### config.mk
export PLATFORM = sky130hd
export DESIGN_NAME = parallel_flash_bus_interface
export DESIGN_NICKNAME = d
export VERILOG_FILES = /design/src/verilog/parallel_flash_bus_interface.v /design/src/verilog/pin_sync.v /design/src/verilog/burst_addr_gen.v
export VERILOG_INCLUDE_DIRS = /design/src /design/src/inc
export SDC_FILE = /design/constraint.sdc
export NUM_CORES = 1
export LEC_CHECK = 0
export CORE_MARGIN = 10
export CORE_UTILIZATION = 62
export CTS_CLUSTER_SIZE = 14
export DETAILED_ROUTE_END_ITERATION = 10
export DONT_BUFFER_PORTS = 1
export PLACE_DENSITY = 0.84
export SLEW_MARGIN = 40
export SYNTH_ARGS = -nofsm -noshare
export SYNTH_HDL_FRONTEND = slang
export SYNTH_SLANG_ARGS = --single-unit
### constraint.sdc
create_clock -name i_core_clk -period 3.5 [get_ports i_core_clk]
set_clock_uncertainty 0.05 [all_clocks]
set_input_delay 0 -clock i_core_clk [delete_from_list [all_inputs] [get_ports i_core_clk]]
set_output_delay 0 -clock i_core_clk [all_outputs]
set_load 0.005 [all_outputs]
### src/inc/flash_bus_map.vh
`ifndef FLASH_BUS_MAP_VH
`define FLASH_BUS_MAP_VH

// Pin widths
`define FB_ADDR_W        24
`define FB_DATA_W        16
// Lower address lines shared with data pins on the multiplexed variant
`define FB_MUX_LO_W      16

// Array geometry in address bits
`define FB_PAGE_BITS     4
`define FB_SENSE_BITS    4
`define FB_WL_BITS       8

// Burst length codes
`define FB_LEN_8         2'h0
`define FB_LEN_16        2'h1
`define FB_LEN_CONT      2'h2
`define FB_LEN_8_WORDS   5'h08
`define FB_LEN_16_WORDS  5'h10

// Configuration bit values
`define FB_RMODE_ASYNC   1'h1
`define FB_RMODE_SYNC    1'h0
`define FB_WRAP_OFF      1'h1

// Reset values
`define FB_DQ_RST        16'h0000
`define FB_ADDR_RST      24'h000000
`define FB_CNT_RST       4'h0
`define FB_WORDS_RST     5'h00

`endif

### src/verilog/parallel_flash_bus_interface.v
`default_nettype none
`include "flash_bus_map.vh"

// Function
// - Reset pin low: disable operations, ignore inputs, tri-state data outputs.
// - Reset pin low aborts any running erase or program.
// - Chip select high: standby, inputs ignored, outputs tri-stated regardless of OE.
// - Standby leaves a running erase or program untouched.
// - OE high with CE low: data tri-state; wait driven on mux, tri-state otherwise.
// - Read mode bit 1 with CE and OE low starts an asynchronous read.
// - Page reads give further buffer words when only the low four bits change.
// - Read mode bit 0 with CE, OE, address valid low starts a burst.
// - First burst word appears after the configured latency in clocks.
// - Array bursts step to the next address each clock until length reached.
// - Non-array bursts repeat the same word each clock until length reached.
// - Slower parts latch on address-valid rise or first clock rise, whichever first.
// - Faster parts latch on the last clock edge while address valid low.
// - Burst starts at the addressed word; wrap bit selects wrap or continue.
// - No stall for sense-group aligned starts or bursts not crossing a wordline.
// - Unaligned wordline crossing stalls once, latency minus one clocks, wait asserted.
// - CE and WE low, OE high is a write; sampled at first CE or WE rise.
// - Mux variant: address at first ADV or CE rise, data at WE or CE rise.
// - Wait polarity is configurable; asserted means data invalid.
module parallel_flash_bus_interface (
  input  wire                  i_core_clk,       // Core clock, 100 MHz
  input  wire                  i_reset,          // Synchronous reset, active high
  input  wire                  i_reset_pin_n,    // Device reset pin, low true
  input  wire                  i_chip_sel_n,     // Chip select pin, low true
  input  wire                  i_out_en_n,       // Output enable pin, low true
  input  wire                  i_wr_en_n,        // Write enable pin, low true
  input  wire                  i_address_valid_low, // Address valid pin, low true
  input  wire                  i_burst_clk,      // Burst clock pin from host
  input  wire [`FB_ADDR_W-1:0] i_addr,           // Address pins
  input  wire [`FB_DATA_W-1:0] i_dq,             // Data pins, input side
  output reg  [`FB_DATA_W-1:0] o_dq,             // Data pins, output side
  output reg                   o_dq_oe,          // Data pins driven while high
  output reg                   o_wait,           // Wait pin level
  output reg                   o_wait_oe,        // Wait pin driven while high
  input  wire                  i_read_mode_select_bit, // 1 async, 0 burst
  input  wire                  i_burst_wrap_bit, // 1 continue, 0 wrap in group
  input  wire [1:0]            i_burst_len,      // 8, 16 or continuous words
  input  wire [3:0]            i_latency,        // Initial latency in clocks
  input  wire                  i_wait_polarity,  // 1 wait active high
  input  wire                  i_shared_addr_data_variant, // Mux variant select
  input  wire                  i_fast_part,      // 1 selects last-edge latching
  input  wire                  i_array_mode,     // Partition reads array data
  input  wire                  i_op_busy,        // Erase or program running
  input  wire [`FB_DATA_W-1:0] i_mem_rd_data,    // Word at o_mem_addr, same clock
  output reg  [`FB_ADDR_W-1:0] o_mem_addr,       // Read address to the array
  output reg                   o_wr_strobe,      // One-cycle bus write pulse
  output reg  [`FB_ADDR_W-1:0] o_wr_addr,        // Bus write address
  output reg  [`FB_DATA_W-1:0] o_wr_data,        // Bus write data
  output reg                   o_abort           // Abort running erase or program
);

  localparam [2:0] ST_IDLE  = 3'h0;
  localparam [2:0] ST_ASYNC = 3'h1;
  localparam [2:0] ST_ADDR  = 3'h2;
  localparam [2:0] ST_LAT   = 3'h3;
  localparam [2:0] ST_BURST = 3'h4;
  localparam [2:0] ST_STALL = 3'h5;
  localparam [2:0] ST_WRITE = 3'h6;
  localparam [2:0] ST_END   = 3'h7;

  localparam CTL_W = 6;
  localparam SYN_W = CTL_W + `FB_ADDR_W + `FB_DATA_W;

  wire [SYN_W-1:0] sync_bus;
  wire [SYN_W-1:0] sync_idle;

  // Pins idle deselected, burst clock low, so reset never looks like a cycle
  assign sync_idle = {5'h1F, 1'h0, `FB_ADDR_RST, `FB_DQ_RST};

  pin_sync #(
    .W (SYN_W)
  ) u_pin_sync (
    .i_core_clk (i_core_clk),
    .i_reset    (i_reset),
    .i_async    ({i_reset_pin_n, i_chip_sel_n, i_out_en_n, i_wr_en_n,
                  i_address_valid_low, i_burst_clk, i_addr, i_dq}),
    .i_rst_val  (sync_idle),
    .o_sync     (sync_bus)
  );

  wire                  rst_n_s = sync_bus[SYN_W-1];
  wire                  ce_n_s  = sync_bus[SYN_W-2];
  wire                  oe_n_s  = sync_bus[SYN_W-3];
  wire                  we_n_s  = sync_bus[SYN_W-4];
  wire                  adv_n_s = sync_bus[SYN_W-5];
  wire                  lclk_s  = sync_bus[SYN_W-6];
  wire [`FB_ADDR_W-1:0] addr_s  = sync_bus[`FB_ADDR_W+`FB_DATA_W-1:`FB_DATA_W];
  wire [`FB_DATA_W-1:0] dq_s    = sync_bus[`FB_DATA_W-1:0];

  reg                   ce_n_p_q;
  reg                   we_n_p_q;
  reg                   adv_n_p_q;
  reg                   lclk_p_q;

  wire clk_rise = lclk_s & ~lclk_p_q;
  wire adv_rise = adv_n_s & ~adv_n_p_q;
  wire ce_rise  = ce_n_s & ~ce_n_p_q;
  wire we_rise  = we_n_s & ~we_n_p_q;

  // Mux variant carries the low address on the data pins
  wire [`FB_ADDR_W-1:0] pin_addr = i_shared_addr_data_variant ?
                                   {addr_s[`FB_ADDR_W-1:`FB_MUX_LO_W], dq_s} : addr_s;

  reg  [2:0]            state_q;
  reg  [`FB_ADDR_W-1:0] wr_addr_hold_q;
  reg                   wa_latched_q;
  reg  [3:0]            cnt_q;
  reg  [4:0]            words_q;
  reg                   start_unal_q;
  reg                   stalled_q;
  reg                   wait_act_q;

  wire [`FB_ADDR_W-1:0] next_addr;
  wire                  next_wl_cross;

  burst_addr_gen u_burst_addr_gen (
    .i_addr     (o_mem_addr),
    .i_len      (i_burst_len),
    .i_wrap_bit (i_burst_wrap_bit),
    .i_array    (i_array_mode),
    .o_next     (next_addr),
    .o_wl_cross (next_wl_cross)
  );

  wire [3:0] lat_m1   = (i_latency == 4'h0) ? 4'h0 : i_latency - 4'h1;
  wire [3:0] cnt_inc  = cnt_q + 4'h1;
  wire       len_done = (i_burst_len == `FB_LEN_8  && words_q == `FB_LEN_8_WORDS) ||
                        (i_burst_len == `FB_LEN_16 && words_q == `FB_LEN_16_WORDS);
  // Stall only once, only for an unaligned start, only if latency leaves room
  wire       need_stall = next_wl_cross && start_unal_q && !stalled_q &&
                          (lat_m1 != 4'h0);
  wire       read_req  = !ce_n_s && !oe_n_s && we_n_s;
  wire       write_req = !ce_n_s && !we_n_s && oe_n_s;

  always @(posedge i_core_clk)
  begin
    if (i_reset)
    begin
      ce_n_p_q  <= 1'h1;
      we_n_p_q  <= 1'h1;
      adv_n_p_q <= 1'h1;
      lclk_p_q  <= 1'h0;
    end
    else
    begin
      ce_n_p_q  <= ce_n_s;
      we_n_p_q  <= we_n_s;
      adv_n_p_q <= adv_n_s;
      lclk_p_q  <= lclk_s;
    end
  end

  always @(posedge i_core_clk)
  begin
    if (i_reset)
    begin
      state_q        <= ST_IDLE;
      wr_addr_hold_q <= `FB_ADDR_RST;
      wa_latched_q   <= 1'h0;
      cnt_q          <= `FB_CNT_RST;
      words_q        <= `FB_WORDS_RST;
      start_unal_q   <= 1'h0;
      stalled_q      <= 1'h0;
      wait_act_q     <= 1'h0;
      o_dq           <= `FB_DQ_RST;
      o_mem_addr     <= `FB_ADDR_RST;
      o_wr_strobe    <= 1'h0;
      o_wr_addr      <= `FB_ADDR_RST;
      o_wr_data      <= `FB_DQ_RST;
      o_abort        <= 1'h0;
    end
    else
    begin
      o_wr_strobe <= 1'h0;
      // Abort tracks the pin, never standby
      o_abort     <= !rst_n_s && i_op_busy;
      if (!rst_n_s)
      begin
        state_q    <= ST_IDLE;
        wait_act_q <= 1'h0;
      end
      else
      begin
        case (state_q)
          ST_IDLE:
          begin
            wait_act_q   <= 1'h0;
            wa_latched_q <= 1'h0;
            stalled_q    <= 1'h0;
            if (write_req)
              state_q <= ST_WRITE;
            else if (read_req && i_read_mode_select_bit == `FB_RMODE_ASYNC)
              state_q <= ST_ASYNC;
            else if (read_req && !adv_n_s)
            begin
              state_q    <= ST_ADDR;
              wait_act_q <= 1'h1;
            end
          end
          ST_ASYNC:
          begin
            // Live address while ADV low, held after its rise; a page
            // hit simply re-reads so low-bit toggles give the next word
            if (!adv_n_s)
              o_mem_addr <= pin_addr;
            o_dq <= i_mem_rd_data;
            if (!read_req)
              state_q <= ST_IDLE;
          end
          ST_ADDR:
          begin
            if (!read_req)
              state_q <= ST_IDLE;
            else if (i_fast_part)
            begin
              if (clk_rise && !adv_n_s)
              begin
                o_mem_addr   <= pin_addr;
                start_unal_q <= |pin_addr[`FB_SENSE_BITS-1:0];
                cnt_q        <= 4'h1;
              end
              else if (adv_rise)
                state_q <= ST_LAT;
            end
            else if (clk_rise || adv_rise)
            begin
              o_mem_addr   <= pin_addr;
              start_unal_q <= |pin_addr[`FB_SENSE_BITS-1:0];
              cnt_q        <= clk_rise ? 4'h1 : 4'h0;
              state_q      <= ST_LAT;
            end
          end
          ST_LAT:
          begin
            if (!read_req)
              state_q <= ST_IDLE;
            else if (clk_rise)
            begin
              cnt_q <= cnt_inc;
              if (cnt_inc >= i_latency)
              begin
                // First word is the addressed one within its group
                o_dq       <= i_mem_rd_data;
                wait_act_q <= 1'h0;
                words_q    <= 5'h01;
                o_mem_addr <= next_addr;
                state_q    <= need_stall ? ST_STALL : ST_BURST;
                cnt_q      <= 4'h0;
              end
            end
          end
          ST_BURST:
          begin
            if (!read_req)
              state_q <= ST_IDLE;
            else if (clk_rise)
            begin
              if (len_done)
                state_q <= ST_END;
              else
              begin
                o_dq       <= i_mem_rd_data;
                words_q    <= words_q + 5'h01;
                o_mem_addr <= next_addr;
                // Aligned or non-crossing bursts never stall
                if (need_stall)
                begin
                  state_q <= ST_STALL;
                  cnt_q   <= 4'h0;
                end
              end
            end
          end
          ST_STALL:
          begin
            if (!read_req)
              state_q <= ST_IDLE;
            else if (clk_rise)
            begin
              stalled_q <= 1'h1;
              if (cnt_q >= lat_m1)
              begin
                o_dq       <= i_mem_rd_data;
                wait_act_q <= 1'h0;
                words_q    <= words_q + 5'h01;
                o_mem_addr <= next_addr;
                state_q    <= ST_BURST;
              end
              else
              begin
                wait_act_q <= 1'h1;
                cnt_q      <= cnt_inc;
              end
            end
          end
          ST_END:
          begin
            // Last word stays on the pins until the host ends the cycle
            if (!read_req)
              state_q <= ST_IDLE;
          end
          ST_WRITE:
          begin
            // Mux address is caught while ADV is low and frozen at the
            // first ADV or CE rise
            if (i_shared_addr_data_variant && !wa_latched_q)
            begin
              if (!adv_n_s)
                wr_addr_hold_q <= pin_addr;
              if (adv_rise || ce_rise)
                wa_latched_q <= 1'h1;
            end
            if (we_rise || ce_rise)
            begin
              o_wr_strobe <= 1'h1;
              o_wr_data   <= dq_s;
              o_wr_addr   <= i_shared_addr_data_variant ?
                             (wa_latched_q ? wr_addr_hold_q : pin_addr) : addr_s;
              state_q     <= ST_IDLE;
            end
            else if (!oe_n_s)
              state_q <= ST_IDLE;
          end
          default:
            state_q <= ST_IDLE;
        endcase
      end
    end
  end

  wire reading = (state_q == ST_ASYNC) || (state_q == ST_LAT) ||
                 (state_q == ST_BURST) || (state_q == ST_STALL) ||
                 (state_q == ST_END)   || (state_q == ST_ADDR);

  // Pad enables and wait level
  always @(posedge i_core_clk)
  begin
    if (i_reset)
    begin
      o_dq_oe   <= 1'h0;
      o_wait_oe <= 1'h0;
      o_wait    <= 1'h0;
    end
    else
    begin
      // Asserted wait means data not valid, polarity chosen by software
      o_wait <= i_wait_polarity ? wait_act_q : ~wait_act_q;
      if (!rst_n_s || ce_n_s)
      begin
        o_dq_oe   <= 1'h0;
        o_wait_oe <= 1'h0;
      end
      else if (oe_n_s)
      begin
        o_dq_oe   <= 1'h0;
        o_wait_oe <= i_shared_addr_data_variant;
        o_wait    <= ~i_wait_polarity;
      end
      else
      begin
        o_dq_oe   <= reading;
        o_wait_oe <= reading;
      end
    end
  end

endmodule // parallel_flash_bus_interface

`default_nettype wire

### src/verilog/pin_sync.v
`default_nettype none

module pin_sync #(
  parameter W = 1
) (
  input  wire         i_core_clk,  // Core clock
  input  wire         i_reset,     // Synchronous reset, active high
  input  wire [W-1:0] i_async,     // Pins from outside the clock domain
  input  wire [W-1:0] i_rst_val,   // Constant idle level per bit
  output reg  [W-1:0] o_sync       // Two-stage synchronised copy
);

  reg [W-1:0] meta_q;

  // First stage is read only by the second stage
  always @(posedge i_core_clk)
  begin
    if (i_reset)
    begin
      meta_q <= i_rst_val;
      o_sync <= i_rst_val;
    end
    else
    begin
      meta_q <= i_async;
      o_sync <= meta_q;
    end
  end

endmodule // pin_sync

`default_nettype wire

### src/verilog/burst_addr_gen.v
`default_nettype none
`include "flash_bus_map.vh"

module burst_addr_gen (
  input  wire [`FB_ADDR_W-1:0] i_addr,      // Address of the current word
  input  wire [1:0]            i_len,       // Burst length code
  input  wire                  i_wrap_bit,  // burst_wrap_bit
  input  wire                  i_array,     // Array data, else repeat word
  output reg  [`FB_ADDR_W-1:0] o_next,      // Address of the next word
  output reg                   o_wl_cross   // Next word starts a wordline
);

  function [`FB_ADDR_W-1:0] group_mask;
    input [1:0] len;
    begin
      case (len)
        `FB_LEN_8:  group_mask = 24'h000007;
        `FB_LEN_16: group_mask = 24'h00000F;
        default:    group_mask = 24'hFFFFFF;
      endcase
    end
  endfunction

  reg [`FB_ADDR_W-1:0] inc;
  reg [`FB_ADDR_W-1:0] mask;

  always @*
  begin
    inc  = i_addr + 24'h000001;
    mask = group_mask(i_len);
    if (!i_array)
      o_next = i_addr;
    else if (i_wrap_bit != `FB_WRAP_OFF)
      o_next = (i_addr & ~mask) | (inc & mask);
    else
      o_next = inc;
    o_wl_cross = i_array && (o_next[`FB_WL_BITS-1:0] == 8'h00) && (o_next == inc);
  end

endmodule // burst_addr_gen

`default_nettype wire

# Word-level counts from Yosys, hierarchy flattened
# Cells that the tools add are included.
[word_totals]
ff_bits = 221
in_bits = 77
word_cells = 255
output_inout_bits = 85
[op_classes]
n_bitwise = 17
eq_ne = 41
n_reduce_logical = 63
n_mux = 105
order_cmp = 2
n_addsub = 4
[ops]
columns = ["op", "count"]
rows = [
  ["24-bit 2-to-1 mux", 18],
  ["16-bit 2-to-1 mux", 10],
  ["24-bit one-hot mux with 5 select lines", 1],
  ["16-bit one-hot mux with 4 select lines", 1],
  ["3-bit 2-to-1 mux", 21],
  ["4-bit 2-to-1 mux", 15],
  ["24-bit bitwise AND", 2],
  ["24-bit one-hot mux with 2 select lines", 1],
  ["5-bit 2-to-1 mux", 9],
  ["2-bit inequality test, second input constant", 16],
  ["24-bit by 1-bit adder with 24-bit output, second input constant", 1],
  ["24-bit equality test", 1],
  ["3-bit inequality test, second input constant", 8],
  ["24-bit inverter", 1],
  ["24-bit OR", 1],
  ["1-bit 2-to-1 mux", 23],
  ["11-bit AND reduction", 2],
  ["3-bit one-hot mux with 7 select lines", 1],
  ["4-bit inequality test, second input constant", 5],
  ["1-bit logical AND", 16],
  ["4-bit one-hot mux with 4 select lines", 1],
  ["5-bit one-hot mux with 3 select lines", 1],
  ["15-bit AND reduction", 1],
  ["14-bit AND reduction", 1],
  ["33 further kinds", 75],
]

# Depth between registers and ports, before layout
[logic_depth]
depth_word = 18
mapped_depth = 10

# Cells and area by module
# From an unflattened synthesis, not the netlist that was laid out.
[unflattened]
hier_cells = 1073
area_unflattened_um2 = 10236.1
[modules_own_cells]
columns = ["module", "cells_per_inst", "area_per_inst_um2", "n_inst"]
rows = [
  ["parallel_flash_bus_interface", 794, 6274.8, 1],
  ["pin_sync", 194, 3354.5, 1],
  ["burst_addr_gen", 85, 606.8, 1],
]

# Worst setup path after synthesis
# No wires, ideal clock.
[synth_path]
path_type = "register to register"
startpoint = "register cnt_q[0]"
endpoint = "register o_mem_addr[11]"
required_ns = 3.331
t_arrival_ns = 2.312
setup_time_ns = 0.119
setup_slack_ns = 1.019
path_stages_with_launch = 11
path_cell_list = "dfxtp_1 -> ha_1 -> xor2_1 -> ha_1 -> o21ai_0 -> o21ai_0 -> clkbuf_1 -> nand2_1 -> or2_4 -> buf_6 -> o221a_1"
[synth_via]
elab_chain_len = 4
elab_cells_between_ends = 6
classes_between = "add/sub (1); order compare (2); eq/ne (2); reduce/logical (1)"
[synth_lines]
columns = ["element", "line_no", "rtl"]
rows = [
  ["start: declaration", "parallel_flash_bus_interface.v:111", "reg [3:0] cnt_q;"],
  ["start signal: assignment", "parallel_flash_bus_interface.v:164", "cnt_q <= `FB_CNT_RST;"],
  ["start signal: assignment", "parallel_flash_bus_interface.v:233", "cnt_q <= clk_rise ? 4'h1 : 4'h0;"],
  ["start signal: assignment", "parallel_flash_bus_interface.v:243", "cnt_q <= cnt_inc;"],
  ["4-bit by 1-bit adder with 4-bit output", "parallel_flash_bus_interface.v:130", "wire [3:0] cnt_inc = cnt_q + 4'h1;"],
  ["4-bit >= comparator", "parallel_flash_bus_interface.v:244", "if (cnt_inc >= i_latency)"],
  ["2-bit inequality test (no line)", "n/a", ""],
  ["15-bit AND reduction (no line) (*)", "n/a", ""],
  ["end signal: assignment", "parallel_flash_bus_interface.v:231", "o_mem_addr <= pin_addr;"],
  ["end signal: assignment", "parallel_flash_bus_interface.v:250", "o_mem_addr <= next_addr;"],
  ["end signal: assignment", "parallel_flash_bus_interface.v:268", "o_mem_addr <= next_addr;"],
  ["end: declaration", "parallel_flash_bus_interface.v:49", "output reg [`FB_ADDR_W-1:0] o_mem_addr,"],
]
# Mark *: on every way between the ends. The rest lies on a longest branch, timed or not.
# A chain may end at the register's enable or synchronous reset.

# Worst setup path after layout
[layout_path]
startpoint = "register state_q[1]"
endpoint = "register o_mem_addr[10]"
[layout_via]
elab_chain_len = 3
elab_cells_between_ends = 21
classes_between = "eq/ne (18); mux (1); reduce/logical (2)"
[layout_lines]
columns = ["element", "line_no", "rtl"]
rows = [
  ["start: declaration", "parallel_flash_bus_interface.v:108", "reg [2:0] state_q;"],
  ["start signal: assignment", "parallel_flash_bus_interface.v:251", "state_q <= need_stall ? ST_STALL : ST_BURST;"],
  ["3-bit by 2-bit equality test with 1-bit output (tied with other cells)", "parallel_flash_bus_interface.v:188", "case (state_q)"],
  ["3-bit inequality test (no line) (tied with other cells)", "n/a", ""],
  ["15-bit AND reduction (no line)", "n/a", ""],
  ["end signal: assignment", "parallel_flash_bus_interface.v:209", "o_mem_addr <= pin_addr;"],
  ["end signal: assignment", "parallel_flash_bus_interface.v:222", "o_mem_addr <= pin_addr;"],
  ["end signal: assignment", "parallel_flash_bus_interface.v:231", ""],
]
# Several ways; a longest one is shown, not always the timed one.

==> results.tsv <==
stage	metric	value	unit
layout	Antenna diodes	0	
global_routing	total track usage	24.60	%
die	total core area	0.01470	mm2
pwr	Cell Pwr Density	489.4	mW/mm2
worst_hold_path	hold depth	4	
routing	vias per inst	6.250	
routing	DRC	0	
logic_synthesis	Synth area leaders	dfxtp_1 47%, nor2b_1 6.0%, nand2_1 4.9%, a21oi_1 4.6%, mux2i_1 3.8%	
clock_tree	CTS sink cnt	221	
logic_synthesis	FFs w/ async S/R, synth	0	%
clock_tree	CTS tree	yes	
logic_synthesis	mapped cell area	0.009418	mm2
clock_tree	Root Buffer	clkbuf_16	
global_routing	antenna violations before repair	0	
global_routing	grt ovf	0	
timing	Slew Limit Headroom	46.52	%
timing	part of the cycle the worst path needs	76.93	%
layout	Finished Layout Cells	1305	
setup_path	arrival time at the worst endpoint	3040	ps
clock_tree	htree depth	1	
clock_tree	clk slew on worst S/H paths	70	ps
logic_synthesis	main flop type after synthesis	dfxtp_1	
logic_synthesis	Syn Inst Count	1075	
timing	setup TNS	0	ps
routing	Routed Antenna Nets	0	
routing	WL final	26440	um
timing	Final Max Slew Viols	0	
place	DP Wirelength	16670	um
clock_tree	CTS max path bufs	3	
die	Initial Util	64.07	%
routing	drt initial violations	744	
pwr	leakage	3.920	nW
place	routability cong.	0.9263	
place	Port Buf Inserts	0	
global_routing	number of global-route vias before repair	7726	
setup_path	Startpoint Class	register	
global_routing	global-route wire length before repair	41430	um
timing	worst slew pin tran	800.3	ps
flow_run	max_cap viols	0	
status	status	completed	
place	Placed Instances	1191	
timing	Tmin final	2693	ps
die	die width	143.2	um
logic_synthesis	syn nets	1165	
timing	f_max	371.4	MHz
routing	DRT Pass-1 Iters	6	
setup_path	Worst setup EP type	register	
logic_synthesis	EDFF count, synth	0	
layout	share of cells above drive strength 1	7.226	%
logic_synthesis	Synth Register Bits	221	
worst_hold_path	HP Class	in -> reg	
timing	Fin. Hold Viols	0	
die	Top Ports	162	
logic_synthesis	area share of the largest cell type after synthesis	46.98	%
routing	wire length per cell	20.26	um
setup_path	crit path kind	reg -> reg	
die	die height	143.2	um
clock_tree	Clock Latency Late Sink	510	ps
layout	Final nets	1195	
clock_tree	TritonCTS buffer count	22	
logic_synthesis	post-synth cell types	66	
pwr	worst vdd ir	0.4413	mV
global_routing	largest net degree at the start of global routing	202	
die	FP Rows	44	
logic_synthesis	register area share after synthesis	46.98	%
timing	Final setup viols	0	
layout	area growth from synthesis to layout	16.42	%
setup_path	flop-to-flop setup slack	810	ps
logic_synthesis	top cells by instance count after synthesis	221 x dfxtp_1, 123 x nand2_1, 90 x nor2b_1	
setup_path	worst-path maximum fanout	26	
logic_synthesis	Avg Inst Size Synth	8.761	um2
timing	RSZ-0062 raised after global routing	no	
setup_path	worst reg2reg path depth	7	
logic_synthesis	area leader, netlist	dfxtp_1	
logic_synthesis	most frequent cell after synthesis	dfxtp_1	
routing	via count	8156	
setup_path	CP Data Required Time	3850	ps
die	die area	0.02052	mm2
logic_synthesis	Synthesis Warnings	0	
clock_tree	number of cells upsized or downsized after cts	0	
## flip-flops by register name (all words and copies together) (netlist names)
name and cells:
o_wait_oe 1, u_pin_sync.o_sync 46, o_dq_oe 1, adv_n_p_q 1, o_dq 16, lclk_p_q 1
start_unal_q 1, o_abort 1, u_pin_sync.meta_q 46, o_mem_addr 24, state_q 3, we_n_p_q 1
cnt_q 4, o_wr_strobe 1, wait_act_q 1, o_wr_addr 24, ce_n_p_q 1, o_wait 1
stalled_q 1, wr_addr_hold_q 24, wa_latched_q 1, words_q 5, o_wr_data 16
## cells in the final DEF, fill, tap and decap left out, types with 13 or more instances in the layout
| master | count |
|---|---|
| a211oi_1 | 28 |
| a21oi_1 | 86 |
| clkbuf_16 | 22 |
| dfxtp_1 | 220 |
| dlygate4sd3_1 | 72 |
| ha_1 | 13 |
| inv_1 | 18 |
| mux2i_1 | 36 |
| nand2_1 | 123 |
| nand3_1 | 41 |
| nor2_1 | 73 |
| nor2b_1 | 90 |
| nor3_1 | 23 |
| o211ai_1 | 18 |
| o21ai_0 | 35 |
| o311ai_1 | 13 |
| or2_2 | 16 |
## layer usage
layer  share of wire, %  GRT usage [%]  routed length [um]
met4                3.0          8.006                 787
met1                 39          30.18               10340
met2                 48          40.94               12660
met5                  0              0                   0
met3                 10          6.833                2652
## final timing paths
path / startpoint / endpoint
max: state_q[1] / o_mem_addr[10]
min: i_burst_len[1] / o_mem_addr[5]
max reg2reg: state_q[1] / o_mem_addr[10]
min reg2reg: u_pin_sync.meta_q[45] / u_pin_sync.o_sync[45]
## metrics by stage
step           total power, W  area [um2]  setup WS [ps]  util [%]  hold WS, ps
6_report             0.005366       10960          807.4     74.59        21.32
5_1_grt              0.005500       10960          666.5     74.59        51.67
4_1_cts              0.005361       10960          845.8     74.59       0.9351
3_5_place_dp         0.002822        9425          870.9     64.12        43.18
3_3_place_gp         0.002817        9420          882.0     64.09        40.04
2_1_floorplan        0.002814        9418           1019         -        53.81
## where the power goes
part / total [W] / internal, W / switching, W / leakage (nW)
clock: 0.00247 / 0.00148 / 0.000995 / 0.365
combinational: 0.000285 / 0.000133 / 0.000152 / 1.75
sequential: 0.00261 / 0.00257 / 0.0000396 / 1.80
total: 0.00537 / 0.00418 / 0.00119 / 3.92
## critical path: stages (launching register included)
cell      delay (ps)
dfxtp_1          640
nand2b_1         320
nand2_1           90
o22ai_1          390
nand2_1          140
buf_4            260
or2_4            400
o221a_1          300
## cells by family (layout without fill, tap and decap cells)
family	count (synthesis)	after routing	share of synthesized area [%]
and+or+nand+nor	442	442	24.01
xor gates and xnor gates	6	6	0.5581
buffers and inverters	95	141	4.012
adders and majority gates	13	13	1.727
DFF	221	221	46.98
muxes	38	38	4.065
AOI/OAI and AO/OA	260	260	18.65
## area by class of cell
| type | instances | area [um2] |
|---|---|---|
| multi-input cells | 759 | 4634 |
| flip-flops and latches | 221 | 4425 |
| fillers | 1034 | 3735 |
| repair buffers | 83 | 843.3 |
| clock buffers | 32 | 628.1 |
| well taps | 184 | 230.2 |
| clock inverters | 8 | 135.1 |
| inverters | 18 | 67.56 |
## repair_timing
item                      CTS  global route
setup buffers               0             0
hold endpoints to repair  220             0
hold buffers               74             0
Note: power is estimated with default switching activity, not from simulation.
